[src/hdl/dmaa_defs.vh]
`ifndef DMAA_DEFS_VH
`define DMAA_DEFS_VH

// Command codes on CMD_TYPE
`define DMAA_CMD_SINGLE_READ  3'h0
`define DMAA_CMD_SINGLE_WRITE 3'h1
`define DMAA_CMD_SEQ_READ     3'h2
`define DMAA_CMD_SEQ_WRITE    3'h3
`define DMAA_CMD_REPEAT_READ  3'h4

// Access size codes on CMD_SIZE
`define DMAA_SIZE_BYTE 2'h0
`define DMAA_SIZE_WORD 2'h1
`define DMAA_SIZE_LONG 2'h2

// Filler returned by failed reads, one per byte
`define DMAA_FILLER_BYTE 8'hEE
`define DMAA_FILLER_LONG 32'hEEEEEEEE

// Reset values
`define DMAA_ADDR_RESET 24'h000000
`define DMAA_DATA_RESET 32'h00000000

`endif

[src/hdl/dmaa_top.v]
`timescale 1ns/10ps
`include "dmaa_defs.vh"

module dmaa_top (
   // Clock and reset
   input  wire        CLOCK,
   input  wire        RESET_N,
   // Command from the link decoder
   input  wire        CMD_VALID,
   output reg         CMD_READY,
   input  wire [2:0]  CMD_TYPE,
   input  wire [1:0]  CMD_SIZE,
   input  wire [23:0] CMD_ADDR,
   input  wire [31:0] CMD_WDATA,
   // Internal memory bus
   output reg         MEM_REQ,
   output reg         MEM_WRITE,
   output reg  [23:0] MEM_ADDR,
   output reg  [3:0]  MEM_LANES,
   output reg  [31:0] MEM_WDATA,
   input  wire        MEM_ACK,
   input  wire        MEM_ERR,
   input  wire [31:0] MEM_RDATA,
   // Read data toward the link serializer
   output reg         RSP_VALID,
   input  wire        RSP_READY,
   output reg  [31:0] RSP_DATA,
   output reg  [1:0]  RSP_SIZE,
   // Status flags
   input  wire        FLAG_CLEAR,
   output reg         ILLEGAL_ACCESS_FLAG,
   output reg         READ_INVALID_FLAG
);

   // Bytes covered by a size code
   function [2:0] size_bytes;
      input [1:0] size;
      begin
         case (size)
            `DMAA_SIZE_BYTE: size_bytes = 3'h1;
            `DMAA_SIZE_WORD: size_bytes = 3'h2;
            default:         size_bytes = 3'h4;
         endcase
      end
   endfunction

   // Field offset after realignment
   function [1:0] eff_offset;
      input [1:0] size;
      input [1:0] off;
      begin
         if (size == `DMAA_SIZE_LONG)
            eff_offset = 2'h0;
         else if (size == `DMAA_SIZE_WORD && off == 2'h3)
            eff_offset = 2'h2;
         else
            eff_offset = off;
      end
   endfunction

   // Lane mask, bit 3 is lane 00 (most significant byte)
   function [3:0] lane_mask;
      input [1:0] size;
      input [1:0] off;
      begin
         case (size)
            `DMAA_SIZE_BYTE: lane_mask = 4'h8 >> off;
            `DMAA_SIZE_WORD: lane_mask = 4'hC >> off;
            default:         lane_mask = 4'hF;
         endcase
      end
   endfunction

   // Bit shift between lane position and right-justified data
   function [4:0] lane_shift;
      input [1:0] size;
      input [1:0] off;
      reg   [2:0] gap;
      begin
         gap = 3'h4 - {1'b0, off} - size_bytes(size);
         lane_shift = {gap[1:0], 3'h0};
      end
   endfunction

   // Mask that keeps only bytes of the access size
   function [31:0] size_keep;
      input [1:0] size;
      begin
         case (size)
            `DMAA_SIZE_BYTE: size_keep = 32'h000000FF;
            `DMAA_SIZE_WORD: size_keep = 32'h0000FFFF;
            default:         size_keep = 32'hFFFFFFFF;
         endcase
      end
   endfunction

   // Controller states
   localparam [1:0] st_idle = 2'h0;
   localparam [1:0] st_mem  = 2'h1;
   localparam [1:0] st_push = 2'h2;

   reg  [1:0]  state;
   reg  [23:0] last_addr;
   reg  [1:0]  last_size;
   reg  [23:0] rep_base;
   reg         seq_rd_ok;
   reg         seq_wr_ok;
   reg         rep_ok;
   reg         cur_read;
   reg  [1:0]  cur_size;
   reg  [4:0]  cur_shift;
   reg  [31:0] res_data;
   reg  [1:0]  res_size;

   // Two-entry response buffer
   reg         full1;
   reg  [31:0] data1;
   reg  [1:0]  size1;
   wire        buf_in_ready = ~full1;
   wire        buf_push     = (state == st_push) & buf_in_ready;
   wire        buf_pop      = RSP_VALID & RSP_READY;

   // Command decode
   wire        take      = CMD_VALID & CMD_READY & (state == st_idle);
   wire        is_sread  = (CMD_TYPE == `DMAA_CMD_SINGLE_READ);
   wire        is_swrite = (CMD_TYPE == `DMAA_CMD_SINGLE_WRITE);
   wire        is_qread  = (CMD_TYPE == `DMAA_CMD_SEQ_READ);
   wire        is_qwrite = (CMD_TYPE == `DMAA_CMD_SEQ_WRITE);
   wire        is_rep    = (CMD_TYPE == `DMAA_CMD_REPEAT_READ);
   wire        known     = (is_sread | is_swrite | is_qread | is_qwrite | is_rep) &
                           (CMD_SIZE != 2'h3);
   wire        is_read   = is_sread | is_qread | is_rep;
   wire        cmd_ok    = is_sread | is_swrite | (is_qread & seq_rd_ok) |
                           (is_qwrite & seq_wr_ok) | (is_rep & rep_ok);

   // Increment base: longword uses zeroed low bits, word keeps original
   wire [23:0] inc_base  = (last_size == `DMAA_SIZE_LONG) ?
                           {last_addr[23:2], 2'h0} : last_addr;
   wire [23:0] seq_addr  = inc_base + {21'h000000, size_bytes(last_size)};
   reg  [23:0] raw_addr;
   always @* begin
      if (is_sread | is_swrite)
         raw_addr = CMD_ADDR;
      else if (is_rep)
         raw_addr = rep_base;
      else
         raw_addr = seq_addr;
   end
   wire [1:0]  off       = eff_offset(CMD_SIZE, raw_addr[1:0]);
   wire [4:0]  shamt     = lane_shift(CMD_SIZE, off);

   // Read data extracted from covered lanes only
   wire [31:0] rd_extract = (MEM_RDATA >> cur_shift) & size_keep(cur_size);
   wire [31:0] filler_cur = `DMAA_FILLER_LONG & size_keep(cur_size);
   wire [31:0] filler_cmd = `DMAA_FILLER_LONG & size_keep(CMD_SIZE);
   wire        mem_done   = (state == st_mem) & MEM_ACK;

   always @(posedge CLOCK or negedge RESET_N) begin
      if (!RESET_N) begin
         state     <= st_idle;
         CMD_READY <= 1'b0;
         MEM_REQ   <= 1'b0;
         MEM_WRITE <= 1'b0;
         MEM_ADDR  <= `DMAA_ADDR_RESET;
         MEM_LANES <= 4'h0;
         MEM_WDATA <= `DMAA_DATA_RESET;
         last_addr <= `DMAA_ADDR_RESET;
         last_size <= `DMAA_SIZE_BYTE;
         rep_base  <= `DMAA_ADDR_RESET;
         seq_rd_ok <= 1'b0;
         seq_wr_ok <= 1'b0;
         rep_ok    <= 1'b0;
         cur_read  <= 1'b0;
         cur_size  <= `DMAA_SIZE_BYTE;
         cur_shift <= 5'h00;
         res_data  <= `DMAA_DATA_RESET;
         res_size  <= `DMAA_SIZE_BYTE;
      end else begin
         case (state)
            st_idle: begin
               CMD_READY <= 1'b1;
               if (take) begin
                  if (!known) begin
                     seq_rd_ok <= 1'b0;
                     seq_wr_ok <= 1'b0;
                     rep_ok    <= 1'b0;
                  end else if (!cmd_ok) begin
                     if (is_read) begin
                        CMD_READY <= 1'b0;
                        res_data  <= filler_cmd;
                        res_size  <= CMD_SIZE;
                        state     <= st_push;
                     end
                  end else begin
                     CMD_READY <= 1'b0;
                     MEM_REQ   <= 1'b1;
                     MEM_WRITE <= ~is_read;
                     MEM_ADDR  <= {raw_addr[23:2], off};
                     MEM_LANES <= lane_mask(CMD_SIZE, off);
                     MEM_WDATA <= (CMD_WDATA & size_keep(CMD_SIZE)) << shamt;
                     cur_read  <= is_read;
                     cur_size  <= CMD_SIZE;
                     cur_shift <= shamt;
                     if (!is_rep) begin
                        last_addr <= raw_addr;
                        last_size <= CMD_SIZE;
                     end
                     if (is_sread) begin
                        rep_base <= CMD_ADDR;
                        rep_ok   <= 1'b1;
                     end
                     if (is_sread | is_swrite) begin
                        seq_rd_ok <= 1'b1;
                        seq_wr_ok <= 1'b1;
                     end
                     state <= st_mem;
                  end
               end
            end
            st_mem: begin
               if (MEM_ACK) begin
                  MEM_REQ <= 1'b0;
                  if (MEM_ERR) begin
                     seq_wr_ok <= 1'b0;
                     rep_ok    <= 1'b0;
                  end
                  if (cur_read) begin
                     res_data <= MEM_ERR ? filler_cur : rd_extract;
                     res_size <= cur_size;
                     state    <= st_push;
                  end else begin
                     CMD_READY <= 1'b1;
                     state     <= st_idle;
                  end
               end
            end
            st_push: begin
               if (buf_in_ready) begin
                  CMD_READY <= 1'b1;
                  state     <= st_idle;
               end
            end
            default: begin
               CMD_READY <= 1'b0;
               state     <= st_idle;
            end
         endcase
      end
   end

   // Status flags; a new event wins over a same-cycle clear
   wire set_illegal = mem_done & MEM_ERR;
   wire set_read_invalid_flag   = take & known & ~cmd_ok & is_read;
   always @(posedge CLOCK or negedge RESET_N) begin
      if (!RESET_N) begin
         ILLEGAL_ACCESS_FLAG <= 1'b0;
         READ_INVALID_FLAG   <= 1'b0;
      end else begin
         if (set_illegal)
            ILLEGAL_ACCESS_FLAG <= 1'b1;
         else if (FLAG_CLEAR)
            ILLEGAL_ACCESS_FLAG <= 1'b0;
         if (set_read_invalid_flag)
            READ_INVALID_FLAG <= 1'b1;
         else if (FLAG_CLEAR)
            READ_INVALID_FLAG <= 1'b0;
      end
   end

   // Response buffer: head is the output register, second entry absorbs a stall
   always @(posedge CLOCK or negedge RESET_N) begin
      if (!RESET_N) begin
         RSP_VALID <= 1'b0;
         RSP_DATA  <= `DMAA_DATA_RESET;
         RSP_SIZE  <= `DMAA_SIZE_BYTE;
         full1     <= 1'b0;
         data1     <= `DMAA_DATA_RESET;
         size1     <= `DMAA_SIZE_BYTE;
      end else begin
         if (full1) begin
            if (buf_pop) begin
               RSP_DATA <= data1;
               RSP_SIZE <= size1;
               full1    <= 1'b0;
            end
         end else if (buf_push) begin
            if (!RSP_VALID || buf_pop) begin
               RSP_VALID <= 1'b1;
               RSP_DATA  <= res_data;
               RSP_SIZE  <= res_size;
            end else begin
               full1 <= 1'b1;
               data1 <= res_data;
               size1 <= res_size;
            end
         end else if (buf_pop) begin
            RSP_VALID <= 1'b0;
         end
      end
   end

endmodule

[config.mk]
export PLATFORM = sky130hd
export DESIGN_NAME = dmaa_top
export DESIGN_NICKNAME = d
export VERILOG_FILES = /design/src/hdl/dmaa_top.v
export VERILOG_INCLUDE_DIRS = /design/src /design/src/hdl
export SDC_FILE = /design/constraint.sdc
export NUM_CORES = 1
export LEC_CHECK = 0
export ABC_AREA = 1
export BUFFER_PORTS_ARGS = -buffer_cell sky130_fd_sc_hd__buf_2
export CORE_UTILIZATION = 57
export CTS_CLUSTER_SIZE = 8
export DETAILED_ROUTE_END_ITERATION = 10
export PLACE_DENSITY = 0.78
export SLEW_MARGIN = 25
export SYNTH_ARGS = -nofsm -noshare
export SYNTH_HDL_FRONTEND = slang
export SYNTH_SLANG_ARGS = --single-unit
export TNS_END_PERCENT = 30
[constraint.sdc]
create_clock -name CLOCK -period 3.3 [get_ports CLOCK]
set_input_delay 0.33 -clock CLOCK [delete_from_list [all_inputs] [get_ports CLOCK]]
set_output_delay 0.33 -clock CLOCK [all_outputs]
set_load 0.05 [all_outputs]
==> results.md <==
Outcome:
- The run finished with clean final reports.

Critical path:
- STA classifies the critical path endpoint as a flop.
- The launch point of the worst reg-to-reg path is last_size[1].
- By startpoint and endpoint, the worst setup path is classified as flop to flop.
- The element type at the critical path start is a flop.
- Data on the critical path arrives at its endpoint at 3.36 ns.
- The largest driver fanout on the critical path is 25.
- The start point of the critical path is last_size[1].
- The data required time of the critical path is 3.71 ns.

GRT:
- The maximum number of pins on one net before global-route repair is 94.
- For this run the aggregate overflow at the end of global routing stands at 0.
- The first-pass GRT wire length is 50960 um.
- The via count of the first global-routing pass is 10180.
- The number of antenna violations at the first check in global routing is 2.
- The total global-route track usage is 0.2978.

Hold path:
- The launch point of the worst hold path is CMD_ADDR[22].
- The path class of the tightest hold or removal check is primary input to flop.

Timing:
- The post-route worst setup slack is 0.3490 ns.
- Clock skew on the completed layout was measured at 0.01690 ns.
- The worst pin sits at a relative slew slack of 0.5016.
- The final critical-path share of the clock period is 0.8942.
- In the final timing run, aggregate negative setup slack is 0 ns.
- Across all hold checks on the routed design, the worst slack comes to 0.05701 ns.
- The number of max-slew violations in the final report is 0.
- The clock period could shrink to 2.951 ns.
- Based on the critical path, the design can be clocked at up to 338.9 MHz.
- At the pin with the least slew margin, the transition time is 0.7398 ns.
- The final-report hold violation count is 0.
- Setup violations remaining at the end of the flow were counted as 0.
- Setup repair after global routing left no endpoint under its margin.

Power:
- Internal power comes to 7848 uW.
- The portion of total power attributed to combinational logic is 0.468.
- The leakage component of the power is 0.007046 uW.
- The net switching fraction of the power is 0.4743.
- Dividing total power by cell area gives a power density of 1075 nW/um2.
- The net switching power figure is 7080 uW.
- Across the VDD grid, the largest voltage drop is 647.5 uV.
- The register share of total power is 0.329.
- The part of the total power dissipated in the clock network is 0.204.

Floorplan:
- The effective utilization at floorplan is 0.5821.
- The total core area is 20230 um2.
- The width of the die is 145.7 um.
- The area enclosed by the die boundary is 21240 um2.
- The floorplan has 52 rows.
- The die height is 145.7 um.
- For this design the top-level I/O count stands at 200.

Place:
- Once detailed placement completed, the half-perimeter wirelength came to 21880 um.
- The cell area after placement is 12950 um2.
- The worst slack after detailed placement is 0.3661 ns.
- Buffers placed on the I/O ports in this run total 199.
- At the end of routability-driven placement, the weighted congestion stood at 0.9336.

Layout:
- The area growth from synthesis to layout is 17.86%.
- The post-route standard cell area excluding fillers is 13880 um2.
- The fraction of layout instances using a drive strength above 1 is 0.1792.
- At the end of the flow, the number of nets in the layout was 1814.
- The layout has 1725 filler cells.
- The post-layout utilization of the core is 0.6860.

Clock network:
- The clock buffer count from CTS is 34.
- CTS placed an instance of clkbuf_16 at the clock tree root.
- In this run the number of H-tree levels came out at 2.
- The TritonCTS clock tree is done.
- Clock-pin slew was measured on the worst setup and hold paths at 0.05 ns.
- The insertion delay of the later-clocked pin in the worst-skew pair is 0.50 ns.
- The number of gates given a new drive strength after cts is 0.
- The maximum number of buffers from clock root to sink is 3.
- The number of sinks handled by clock tree synthesis is 229.
- The number of setup buffers added after CTS is 0.

Run:
- The total of max-cap violations is 0.

Drt:
- The wire length per cell after detailed routing is 15.79 um.
- The final routed DRC violation total is 0.
- The routed layout has 10930 vias.
- The ratio of routed vias to standard cells is 5.525.
- Before antenna repair, the detailed router went through 5 iterations.
- The number of nets with antenna violations after detailed routing is 0.
- The number of design-rule violations left by the first detailed-router iteration is 903.
- Summed over all layers, the routed wires come to 31250 um.

Logic synthesis:
- Of all cell types, the one taking the most synthesized area is dfrtp_1.
- The share of the Yosys chip area taken by registers is 0.4866.
- After synthesis, the mean cell area works out to 7.688 um2.
- Counting every instance in the synthesized netlist gives 1532.
- The share of synthesized area in the top cell type comes to 0.4866.
- After synthesis the netlist holds a flip-flop and latch count of 229.
- By area the synthesized netlist is led by dfrtp_1 49%, nand2_1 16%, o21ai_0 6.5%, inv_1 4.3%, a31oi_1 3.7%.
- The synthesized netlist contains 42 unique library cells.
- In this run, synthesis inferred 0 flip-flops with an integrated enable.
- The proportion of synthesized flip-flops having asynchronous set or reset is 1.000.
- The post-synth net total is 1640.
- The mapped netlist covers 11780 um2.
- In the synthesized netlist the dominant register cell turns out to be dfrtp_1.
- The number of warning messages in the yosys log is 0.
==> power groups by stage <==
stage / registers [uW] / logic, uW / clock network, uW
2_1_floorplan: 6650 / 3440 / 0
3_3_place_gp: 4860 / 6800 / 0
3_5_place_dp: 4900 / 6930 / 0
4_1_cts: 4890 / 6960 / 3100
5_1_grt: 5040 / 7660 / 3210
6_report: 4910 / 6980 / 3040
==> area by class of cell <==
cell class	count	area (um2)	share of cell area
sequential	229	5731	0.4128
multi-input combinational	1079	5157	0.3716
timing repair buffer	224	1221	0.08798
clock buffer	35	875.8	0.06310
inverter	138	518.0	0.03732
tap	270	337.8	0.02434
clock inverter	3	37.54	0.002704
antenna	1	2.502	0.0001803
==> synth_stat cells (9+ instances only) <==
cell type	number
nor2_1	109
inv_1	134
o31ai_1	9
clkbuf_1	45
mux2_2	16
buf_2	25
nor3_1	13
a31oi_1	69
o211ai_1	18
a21oi_1	48
nand4_1	16
o21ai_0	152
nand2_1	496
nand3_1	71
dfrtp_1	229
==> flip-flops by register name, summed over array words and instances (netlist names), 4 cells and up <==
signal	count
MEM_LANES	4
last_addr	24
res_data	32
MEM_ADDR	24
MEM_WDATA	32
data1	32
rep_base	24
RSP_DATA	32
==> stage by stage <==
stage,instances,total power (uW)
after floorplan,1532,10100
after global placement,1939,11660
after detailed placement,1939,11830
after CTS,1978,14950
after global routing,1978,15900
final,1979,14930
==> path summary, 6_finish.rpt <==
| path | endpoint | slack, ns | depth (start not counted) |
|---|---|---|---|
| hold / removal | rep_base[22] | 0.06 | 3 |
| setup / recovery | MEM_WDATA[14] | 0.35 | 14 |
| min in group asynchronous | data1[8] | 0.39 | 2 |
| hold reg to reg | MEM_ADDR[17] | 0.47 | 2 |
| max in group asynchronous | size1[1] | 1.95 | 3 |
| setup reg to reg | MEM_WDATA[14] | 0.35 | 14 |
==> per-layer routing <==
| layer | wire [um] | track usage | up-vias | share of wire |
|---|---|---|---|---|
| met5 | 13 | 0 | - | 0.00042 |
| li1 | - | - | 5346 | - |
| met1 | 13690 | 0.4105 | 5076 | 0.44 |
| met3 | 2439 | 0.06113 | 64 | 0.078 |
| met2 | 14410 | 0.4742 | 445 | 0.46 |
| met4 | 699 | 0.09474 | 2 | 0.022 |
==> cell usage in the layout, fill, tap and decap left out, types with 2 or more instances in the layout <==
cell type  synthesis  final
xor2_1             7      7
nor3_1            13     13
a21oi_2            4      4
nand2_4            2      2
o211ai_1          18     18
nand2_2            6      7
clkbuf_16          0     35
o21a_1             4      4
xnor2_1            2      2
inv_2              3      4
o21ai_0          152    152
ha_1               7      7
buf_4              4     22
nand3b_1           3      3
nor2_2             2      2
o221ai_1           6      6
dfrtp_1          229    229
nor2_1           109    107
clkinv_8           0      2
nor2_4             2      4
o31ai_1            9      9
a21oi_1           48     48
nand4_1           16     16
buf_12             0      2
nand3_1           71     70
mux2_2            16     16
a31oi_1           69     69
buf_2             25    198
inv_1            134    133
o21ai_1            5      5
nand2_1          496    495
or2_2              3      3
nand3_2            2      3
==> worst max-delay path: stages (launching register included) <==
cell      delay [ns]
dfrtp_1         0.44
a21boi_0        0.20
ha_1            0.16
inv_1           0.06
fa_1            0.51
inv_1           0.04
nand2_1         0.05
nand3_1         0.07
nand3_2         0.11
nand3_2         0.12
nand2_1         0.12
nand2_1         0.07
nand2_2         0.35
nand2_1         0.30
o21ai_0         0.25
==> cell families after synthesis <==
| family | synth area share |
|---|---|
| simple gates | 0.2514 |
| compound gates | 0.1535 |
| flops | 0.4866 |
| buf+inv | 0.07745 |
| mux | 0.01530 |
| xor+xnor | 0.006693 |
| fa+ha+maj | 0.009136 |
==> what timing repair did <==
action	4_1_cts	5_1_grt
endpoints found under the setup margin	0	0
hold endpoints to repair	76	0
hold buffers	1	0
No activity file was read; power rests on OpenSTA's default activity.
